===== src/inc/cmpreg_pkg.sv =====
// package of comparator register constants and carrier types
package cmpreg_pkg;
    localparam logic [7:0] CMPREG_ADDR_B_CTRL = 8'h9a;
    localparam logic [7:0] CMPREG_ADDR_A_CTRL = 8'h9b;
    localparam logic [7:0] CMPREG_ADDR_A_MODE = 8'h9d;
    localparam logic [7:0] CMPREG_PAGE_CTRL = 8'h00;
    localparam int CMPREG_BIT_EN = 7;
    localparam int CMPREG_BIT_OUT = 6;
    localparam int CMPREG_BIT_RISE = 5;
    localparam int CMPREG_BIT_FALL = 4;
    localparam int CMPREG_BIT_RSV = 7;
    localparam logic [7:0] CMPREG_CTRL_RESET = 8'h00;
    localparam logic [1:0] CMPREG_HYST_RESET = 2'h0;
    localparam logic [1:0] CMPREG_MODE_RESET = 2'h2;
    localparam logic [7:0] CMPREG_MODE_RSV_MASK = 8'h80;
    localparam logic [7:0] CMPREG_MODE_UNUSED_MASK = 8'h4c;

    typedef struct packed {
        logic [7:0] addr;
        logic [7:0] page;
        logic [7:0] wdata;
        logic wr;
    } cmpreg_bus_t;

    typedef struct packed {
        logic en;
        logic out;
        logic rise;
        logic fall;
        logic [1:0] hyp;
        logic [1:0] hyn;
    } cmpreg_ctrl_t;

    typedef struct packed {
        logic rise_ie;
        logic fall_ie;
        logic [1:0] md;
    } cmpreg_mode_t;
endpackage : cmpreg_pkg


===== src/core/cmpreg_flag.sv =====
// sticky edge flag where hardware set wins over software clear
`timescale 1ns/1ps
module cmpreg_flag
(
    input wire logic clk,
    input wire logic nrst,
    input wire logic set,
    input wire logic wr,
    input wire logic wval,
    output logic flag
);
    logic flag_r;
    logic flag_nxt;

    always_comb
    begin
        flag_nxt = flag_r;
        if (wr)
            flag_nxt = wval;
        if (set)
            flag_nxt = 1'b1;
    end

    always_ff @(posedge clk or negedge nrst)
    begin
        if (!nrst)
            flag_r <= 1'b0;
        else
            flag_r <= flag_nxt;
    end

    assign flag = flag_r;
endmodule : cmpreg_flag


===== src/core/cmpreg_sync.sv =====
// two-flop synchroniser with edge detection for one comparator output
`timescale 1ns/1ps
module cmpreg_sync
    import cmpreg_pkg::*;
(
    input wire logic clk,
    input wire logic nrst,
    input wire logic raw,
    input wire logic en,
    output logic level,
    output logic rise,
    output logic fall
);
    typedef struct packed {
        logic s1;
        logic s2;
        logic prev;
    } cmpreg_sync_st_t;

    cmpreg_sync_st_t st_r;
    cmpreg_sync_st_t st_nxt;

    always_comb
    begin
        st_nxt = st_r;
        st_nxt.s1 = raw & en;
        st_nxt.s2 = st_r.s1;
        st_nxt.prev = st_r.s2;
    end

    always_ff @(posedge clk or negedge nrst)
    begin
        if (!nrst)
            st_r <= '0;
        else
            st_r <= st_nxt;
    end

    assign level = st_r.s2;
    assign rise = st_r.s2 & ~st_r.prev;
    assign fall = ~st_r.s2 & st_r.prev;
endmodule : cmpreg_sync


===== src/core/cmpreg_top.sv =====
// control and status registers for two comparators on the sfr bus
`timescale 1ns/1ps
module cmpreg_top
    import cmpreg_pkg::*;
(
    input wire logic CLK,
    input wire logic NRST,
    input wire logic [7:0] SFR_ADDR,
    input wire logic [7:0] SFR_PAGE,
    input wire logic [7:0] SFR_WDATA,
    input wire logic SFR_WR,
    input wire logic SFR_RD,
    output logic [7:0] SFR_RDATA,
    input wire logic CMP_A_RAW,
    input wire logic CMP_B_RAW,
    input wire logic CMP_A_SRC_IE,
    input wire logic CMP_B_SRC_IE,
    input wire logic GLOBAL_IE,
    output logic CMP_A_ENABLE,
    output logic CMP_B_ENABLE,
    output logic [1:0] CMP_A_POS_HYST,
    output logic [1:0] CMP_A_NEG_HYST,
    output logic [1:0] CMP_B_POS_HYST,
    output logic [1:0] CMP_B_NEG_HYST,
    output logic [1:0] CMP_A_RESPONSE_MODE,
    output logic CMP_A_LATCHED_OUTPUT,
    output logic CMP_B_LATCHED_OUTPUT,
    output logic CMP_A_IRQ,
    output logic CMP_B_IRQ
);
    import cmpreg_pkg::*;

    typedef struct packed {
        logic a_en;
        logic [1:0] a_hyp;
        logic [1:0] a_hyn;
        logic b_en;
        logic [1:0] b_hyp;
        logic [1:0] b_hyn;
        cmpreg_mode_t a_mode;
        logic [7:0] rdata;
        logic a_lat;
        logic b_lat;
        logic a_irq;
        logic b_irq;
    } cmpreg_top_st_t;

    cmpreg_top_st_t st_r;
    cmpreg_top_st_t st_nxt;
    cmpreg_bus_t bus;

    logic sel_a_ctrl;
    logic sel_b_ctrl;
    logic sel_a_mode;
    logic a_level;
    logic a_rise_ev;
    logic a_fall_ev;
    logic b_level;
    logic b_rise_ev;
    logic b_fall_ev;
    logic a_rise_flag;
    logic a_fall_flag;
    logic b_rise_flag;
    logic b_fall_flag;
    cmpreg_ctrl_t a_view;
    cmpreg_ctrl_t b_view;

    // address decode, checked against page CMPREG_PAGE_CTRL only for paged registers
    function automatic logic hit(input cmpreg_bus_t b, input logic [7:0] a, input logic paged);
        hit = (b.addr == a) && (!paged || b.page == CMPREG_PAGE_CTRL);
    endfunction : hit

    // control register image from fields
    function automatic logic [7:0] ctrl_byte(input cmpreg_ctrl_t c);
        ctrl_byte = {c.en, c.out, c.rise, c.fall, c.hyp, c.hyn};
    endfunction : ctrl_byte

    assign bus = '{addr: SFR_ADDR, page: SFR_PAGE, wdata: SFR_WDATA, wr: SFR_WR};
    assign sel_a_ctrl = hit(bus, CMPREG_ADDR_A_CTRL, 1'b1);
    assign sel_b_ctrl = hit(bus, CMPREG_ADDR_B_CTRL, 1'b1);
    assign sel_a_mode = hit(bus, CMPREG_ADDR_A_MODE, 1'b0);

    cmpreg_sync u_sync_a (
        .clk(CLK),
        .nrst(NRST),
        .raw(CMP_A_RAW),
        .en(st_r.a_en),
        .level(a_level),
        .rise(a_rise_ev),
        .fall(a_fall_ev)
    );

    cmpreg_sync u_sync_b (
        .clk(CLK),
        .nrst(NRST),
        .raw(CMP_B_RAW),
        .en(st_r.b_en),
        .level(b_level),
        .rise(b_rise_ev),
        .fall(b_fall_ev)
    );

    cmpreg_flag u_a_rise (
        .clk(CLK),
        .nrst(NRST),
        .set(a_rise_ev),
        .wr(SFR_WR && sel_a_ctrl),
        .wval(SFR_WDATA[CMPREG_BIT_RISE]),
        .flag(a_rise_flag)
    );

    cmpreg_flag u_a_fall (
        .clk(CLK),
        .nrst(NRST),
        .set(a_fall_ev),
        .wr(SFR_WR && sel_a_ctrl),
        .wval(SFR_WDATA[CMPREG_BIT_FALL]),
        .flag(a_fall_flag)
    );

    cmpreg_flag u_b_rise (
        .clk(CLK),
        .nrst(NRST),
        .set(b_rise_ev),
        .wr(SFR_WR && sel_b_ctrl),
        .wval(SFR_WDATA[CMPREG_BIT_RISE]),
        .flag(b_rise_flag)
    );

    cmpreg_flag u_b_fall (
        .clk(CLK),
        .nrst(NRST),
        .set(b_fall_ev),
        .wr(SFR_WR && sel_b_ctrl),
        .wval(SFR_WDATA[CMPREG_BIT_FALL]),
        .flag(b_fall_flag)
    );

    assign a_view = '{en: st_r.a_en, out: a_level, rise: a_rise_flag, fall: a_fall_flag,
                      hyp: st_r.a_hyp, hyn: st_r.a_hyn};
    assign b_view = '{en: st_r.b_en, out: b_level, rise: b_rise_flag, fall: b_fall_flag,
                      hyp: st_r.b_hyp, hyn: st_r.b_hyn};

    always_comb
    begin
        st_nxt = st_r;
        if (SFR_WR && sel_a_ctrl)
        begin
            st_nxt.a_en = SFR_WDATA[CMPREG_BIT_EN];
            st_nxt.a_hyp = SFR_WDATA[3:2];
            st_nxt.a_hyn = SFR_WDATA[1:0];
        end
        if (SFR_WR && sel_b_ctrl)
        begin
            st_nxt.b_en = SFR_WDATA[CMPREG_BIT_EN];
            st_nxt.b_hyp = SFR_WDATA[3:2];
            st_nxt.b_hyn = SFR_WDATA[1:0];
        end
        if (SFR_WR && sel_a_mode)
        begin
            st_nxt.a_mode.rise_ie = SFR_WDATA[5];
            st_nxt.a_mode.fall_ie = SFR_WDATA[4];
            st_nxt.a_mode.md = SFR_WDATA[1:0];
        end
        st_nxt.rdata = 8'h00;
        if (SFR_RD)
        begin
            if (sel_a_ctrl)
                st_nxt.rdata = ctrl_byte(a_view);
            else if (sel_b_ctrl)
                st_nxt.rdata = ctrl_byte(b_view);
            else if (sel_a_mode)
                st_nxt.rdata = CMPREG_MODE_RSV_MASK | {2'h0, st_r.a_mode.rise_ie, st_r.a_mode.fall_ie,
                                                       2'h0, st_r.a_mode.md};
        end
        st_nxt.a_lat = a_level;
        st_nxt.b_lat = b_level;
        st_nxt.a_irq = ((a_rise_flag & st_r.a_mode.rise_ie) | (a_fall_flag & st_r.a_mode.fall_ie))
                       & CMP_A_SRC_IE & GLOBAL_IE;
        st_nxt.b_irq = (b_rise_flag | b_fall_flag) & CMP_B_SRC_IE & GLOBAL_IE;
    end

    always_ff @(posedge CLK or negedge NRST)
    begin
        if (!NRST)
        begin
            st_r <= '0;
            st_r.a_mode.md <= CMPREG_MODE_RESET;
        end
        else
            st_r <= st_nxt;
    end

    assign CMP_A_ENABLE = st_r.a_en;
    assign CMP_B_ENABLE = st_r.b_en;
    assign CMP_A_POS_HYST = st_r.a_hyp;
    assign CMP_A_NEG_HYST = st_r.a_hyn;
    assign CMP_B_POS_HYST = st_r.b_hyp;
    assign CMP_B_NEG_HYST = st_r.b_hyn;
    assign CMP_A_RESPONSE_MODE = st_r.a_mode.md;
    assign CMP_A_LATCHED_OUTPUT = st_r.a_lat;
    assign CMP_B_LATCHED_OUTPUT = st_r.b_lat;
    assign CMP_A_IRQ = st_r.a_irq;
    assign CMP_B_IRQ = st_r.b_irq;
    assign SFR_RDATA = st_r.rdata;
endmodule : cmpreg_top


===== config.mk =====
export PLATFORM = sky130hd
export DESIGN_NAME = cmpreg_top
export DESIGN_NICKNAME = d
export VERILOG_FILES = /design/src/inc/cmpreg_pkg.sv /design/src/core/cmpreg_flag.sv /design/src/core/cmpreg_sync.sv /design/src/core/cmpreg_top.sv
export SDC_FILE = /design/constraint.sdc
export NUM_CORES = 1
export LEC_CHECK = 0
export BUFFER_PORTS_ARGS = -buffer_cell sky130_fd_sc_hd__buf_2
export CORE_ASPECT_RATIO = 1.75
export CORE_MARGIN = 2
export CORE_UTILIZATION = 44
export CTS_CLUSTER_SIZE = 12
export DETAILED_ROUTE_END_ITERATION = 10
export PLACE_DENSITY = 0.72
export SLEW_MARGIN = 20
export SYNTH_ARGS = -nofsm -noshare
export SYNTH_HDL_FRONTEND = slang
export SYNTH_SLANG_ARGS = --single-unit

===== constraint.sdc =====
create_clock -name CLK -period 1.32 [get_ports CLK]
set_input_delay 0 -clock CLK [delete_from_list [all_inputs] [get_ports CLK]]
set_output_delay 0 -clock CLK [all_outputs]
set_load 0.1 [all_outputs]

### Yosys cells after proc, flatten, opt, wreduce, memory -nomap -nowiden

Cells that the tools add are included.

| word-level totals | value |
|---|---|
| register bits | 34 |

| cells by class | value |
|---|---|
| equality and inequality tests | 3 |
| reductions and logical operators | 10 |
| muxes and demuxes | 12 |
| bitwise logic cells | 18 |

Operators by type and width:

| kind | number |
|---|---|
| 8-bit 2-to-1 mux | 4 |
| 8-bit == test, second input constant | 3 |
| 1-bit bitwise AND | 12 |
| 8-bit logical NOT | 1 |
| 1-bit 2-to-1 mux | 8 |
| 2-bit nonzero test | 4 |
| 1-bit logical AND | 5 |
| 1-bit NOT | 4 |
| 1-bit bitwise OR | 2 |

### Longest topological paths before layout

| logic depth | value |
|---|---|
| depth after elaboration | 5 |
| gate-level depth with buffers | 5 |

### Cells and area by module

From an unflattened synthesis, not the netlist that was laid out.

| second synthesis, totals | value |
|---|---|
| cell total of the unflattened synthesis | 128 |
| area total of the unflattened synthesis | 1,670.4 um^2 |

Modules (own cells, without submodules):

| module | times used | cells an instance | area each (um^2) |
|---|---|---|---|
| cmpreg_top | 1 | 104 | 1,317.5 |
| cmpreg_sync | 2 | 6 | 96.3 |
| cmpreg_flag | 4 | 3 | 40.0 |

### Least setup slack after synthesis

Ideal clock, no wire load.

| path | value |
|---|---|
| path type | input-to-reg |
| from | input SFR_ADDR[2] |
| to | register st_r, in the netlist CMP_B_ENABLE |
| stages | 5 |
| slack | -0.406 ns |
| arrival time | 1.599 ns |
| path buffers | 1 |
| path through | or4_4 -> nor4_4 -> and3b_1 -> buf_6 -> mux2_4 |

| on the way | value |
|---|---|
| longest elaborated chain between the ends | 3 |

RTL lines:

| element | RTL line | text |
|---|---|---|
| start: declaration | cmpreg_top.sv:8 | `input wire logic [7:0] SFR_ADDR,` |
| 8-bit == test | cmpreg_top.sv:70 | `hit = (b.addr == a) && (!paged \|\| b.page == CMPREG_PAGE_CTRL);` |
| 1-bit logical AND | cmpreg_top.sv:70 |  |
| 1-bit logical AND | cmpreg_top.sv:153 | `if (SFR_WR && sel_b_ctrl)` |
| end signal: assignment | cmpreg_top.sv:191 | `st_r <= st_nxt;` |
| end: declaration | cmpreg_top.sv:48 | `cmpreg_top_st_t st_r;` |

Every way passes these cells.
A chain may end at the register's enable or synchronous reset.

### Final worst setup path

| path | value |
|---|---|
| from | input SFR_PAGE[3] |
| to | register st_r, in the netlist CMP_B_NEG_HYST[0] |

| on the way | value |
|---|---|
| longest elaborated chain between the ends | 3 |

RTL lines:

| element | RTL line | text |
|---|---|---|
| start: declaration | cmpreg_top.sv:9 | `input wire logic [7:0] SFR_PAGE,` |
| 8-bit logical NOT | -- |  |
| 1-bit logical AND | cmpreg_top.sv:70 |  |
| 1-bit logical AND | cmpreg_top.sv:153 |  |

Every way passes these cells.

==> impl_metrics.toml <==
[timing]
relSlewSlack_pct = 51.2
setup_viol = 14
grt_setup_unrepaired = "true"
skew_ps = 3.31
report.final.slew_viol_count = 0
period_share_pct = 108
fmax_mhz = 699
finalCriticalPeriod_ps = 1430
worst_pin_slew_ps = 732
finalHoldViolCount = 0
worst_slack_ps = -110

[pwr]
vdd_drop_max_mv = 0.639
power.density_nw_per_um2 = 943
power.leakage_nw = 1.12

[drt]
via_count = 1229
wl_per_cell_um = 15.6
postRouteAntennaNets = 0
drc = 0
dr.pass1.iters = 4
drtIter0Drc = 29
viasPerCell = 5.00
drt-total-wl_um = 3850

[place]
port_buffers = 55
dpl.hpwl_um = 2800
place_congestion = 0.827
post-place-cells = 223
pre_cts_ws_ps = -426

[global_routing]
grt_first_pass_wirelength_um = 6250
antenna_found_initial = 0
grt_use_total_pct = 20.3
grt_pass1_vias = 1319
grt_max_degree = 35
overflow = 0

[floorplan]
dieArea_sq_um = 4220
fp.dieH_um = 84.4
start_util_pct = 45.3
num_rows = 29
num_io_pins = 57
coreArea_sq_um = 3590
die_w_um = 50.0

[setup_path]
crit_fanout = 3
path_buf_inv = 2
crit_chain = "buf_6, or4_4, nor4_4, and3b_2, buf_6, mux2_4"
worst_ep_arrival_time_ps = 1600
cpMaxStageDelayCell = "or4_4"
critPathTopFamily = "simple AND/OR/NAND/NOR gates"
setup.worst_path.class = "in2reg"
endpoint_kind = "flop"
critPathLaunchType = "primary input"
cp_common_cell = "buf_6"
cp.required_ps = 1490
r2r_slack_ps = 60
cpPeakStageDelay_ps = 540

[clock_tree]
cts_buffers = 5
h-tree-depth = 2
cts_root_buf = "clkbuf_8"
clk_pin_slew_ps = 70
clock-sinks = 34
tritoncts = "built"
clock_path_buffers = 2
insertion_delay_ps = 290

[final_layout]
stdcell_count = 246
antenna_cells = 0
mostFrequentLayoutCells = "buf_2 (53), dfrtp_1 (33), dlygate4sd3_1 (14)"
areaGrowthSynthToFinish_pct = 34.2
layout.nets = 232
drive_above_1_share_pct = 49.0
mostFrequentLayoutCell = "buf_2"
fin_util_pct = 60.8
n_fill_cell = 293

[hold_path]
min_path_type = "in2reg"

[flow_run]
cap_violations = 0

[synth]
synth_area_sq_um = 1630
syn_area_per_cell_sq_um = 12.5
syn_inst = 130
synthDistinctLibCells = 32
ys_ff_latch = 34
yosys.area.top_type_share_pct = 50.8
synth_top_area_cell = "dfrtp_1"
seq_area_frac_synth_pct = 52.4
yosysWarnings = 0
syn-num-nets = 163
synth.area.top_cells = "dfrtp_1 (51%), mux2_4 (9.2%), buf_4 (8.3%), mux2i_1 (4.3%), mux2_2 (2.8%)"

[outcome]
outcome = "finished, violations left"
violations = "negative setup slack"
-- worst paths after layout --
path	startpoint	to	depth (start not counted)
worst max register to register	u_b_fall.flag	CMP_B_IRQ	2
worst min-delay path	SFR_RD	SFR_RDATA[7]	3
worst min register to register	u_sync_a.st_nxt[1]	u_sync_a.level	0
min in group asynchronous	NRST	CMP_B_IRQ	2
max in group asynchronous	NRST	u_b_rise.flag	2
worst max-delay path	SFR_PAGE[3]	CMP_B_NEG_HYST[0]	6
-- per-layer routing --
metal | routed length (um) | GRT usage (%)
met5 | 0 | 0
met4 | 65 | 8.84
met3 | 176 | 4.98
met2 | 2240 | 38.4
met1 | 1370 | 19.9
-- power breakdown --
part | switching (W) | internal (W) | total, W
Combinational | 0.000120 | 0.000100 | 0.000220
Sequential | 0.00000551 | 0.00105 | 0.00106
Clock | 0.000361 | 0.000420 | 0.000781
Total | 0.000487 | 0.00157 | 0.00206
-- final cells by class --
type | instances | area (sq um) | share of cell area [%]
flip-flops and latches | 34 | 852 | 39.0
multi-input cells | 72 | 616 | 28.2
repair buffers | 83 | 556 | 25.4
clock buffers | 7 | 86.3 | 3.95
well taps | 46 | 57.6 | 2.64
inverters | 3 | 11.3 | 0.516
clock inverters | 1 | 5.00 | 0.229
-- stage by stage --
step | hold WS [ps] | TNS, ps | power, W | area (sq um)
after floorplan | -296 | -5330 | 0.00116 | 1630
after global placement | 76.8 | -6300 | 0.00125 | 1900
after detailed placement | 106 | -7420 | 0.00126 | 1900
after CTS | 5.71 | -1080 | 0.00207 | 2170
after global routing | 30.9 | -2210 | 0.00213 | 2180
final | 13.6 | -1140 | 0.00206 | 2180
-- worst min-delay path, stage by stage --
cell and delay, ps:
buf_2 160, inv_1 60, a221oi_1 40
-- flip-flops by register name, indices dropped and copies added (netlist names), 2 cells and up --
signal	count
SFR_RDATA	8
CMP_A_NEG_HYST	2
CMP_A_POS_HYST	2
CMP_A_RESPONSE_MODE	2
CMP_B_NEG_HYST	2
CMP_B_POS_HYST	2
st_r	2
-- synthesized netlist by cell type --
cell type and n:
a21oi_1 4, a221oi_1 1, a22oi_1 1, a2bb2oi_1 4
and2_1 2, and2_2 1, and3_1 1, and3b_1 1
and4_1 1, buf_4 18, buf_6 2, clkbuf_1 1
dfrtp_1 33, dfstp_2 1, inv_1 3, mux2_2 4
mux2_4 10, mux2i_1 7, nand2_1 7, nand3_1 1
nand3b_1 1, nand4_1 1, nor2_1 8, nor2b_1 5
nor3b_1 1, nor4_4 1, nor4bb_1 1, o211a_1 1
o211ai_1 4, o21ai_0 1, or4_4 1, or4b_1 2
-- timing repair --
| item | in CTS | in global routing |
|---|---|---|
| resized for setup | 11 | 1 |
| hold buffers | 14 | 0 |
| buffers inserted | 0 | 1 |
| pin swaps | 4 | 3 |
| endpoints found under the hold margin | 51 | 0 |
| endpoints found under the setup margin | 14 | 20 |
-- cell families after synthesis --
family / count (synthesis) / share of synthesized area, %
multiplexers: 21 / 16.3
flip-flops: 34 / 52.4
AND/OR/NAND/NOR: 35 / 13.5
buffers and inverters: 24 / 10.6
AO/OA/AOI/OAI: 16 / 7.15
Note: power is estimated with default switching activity, not from simulation.
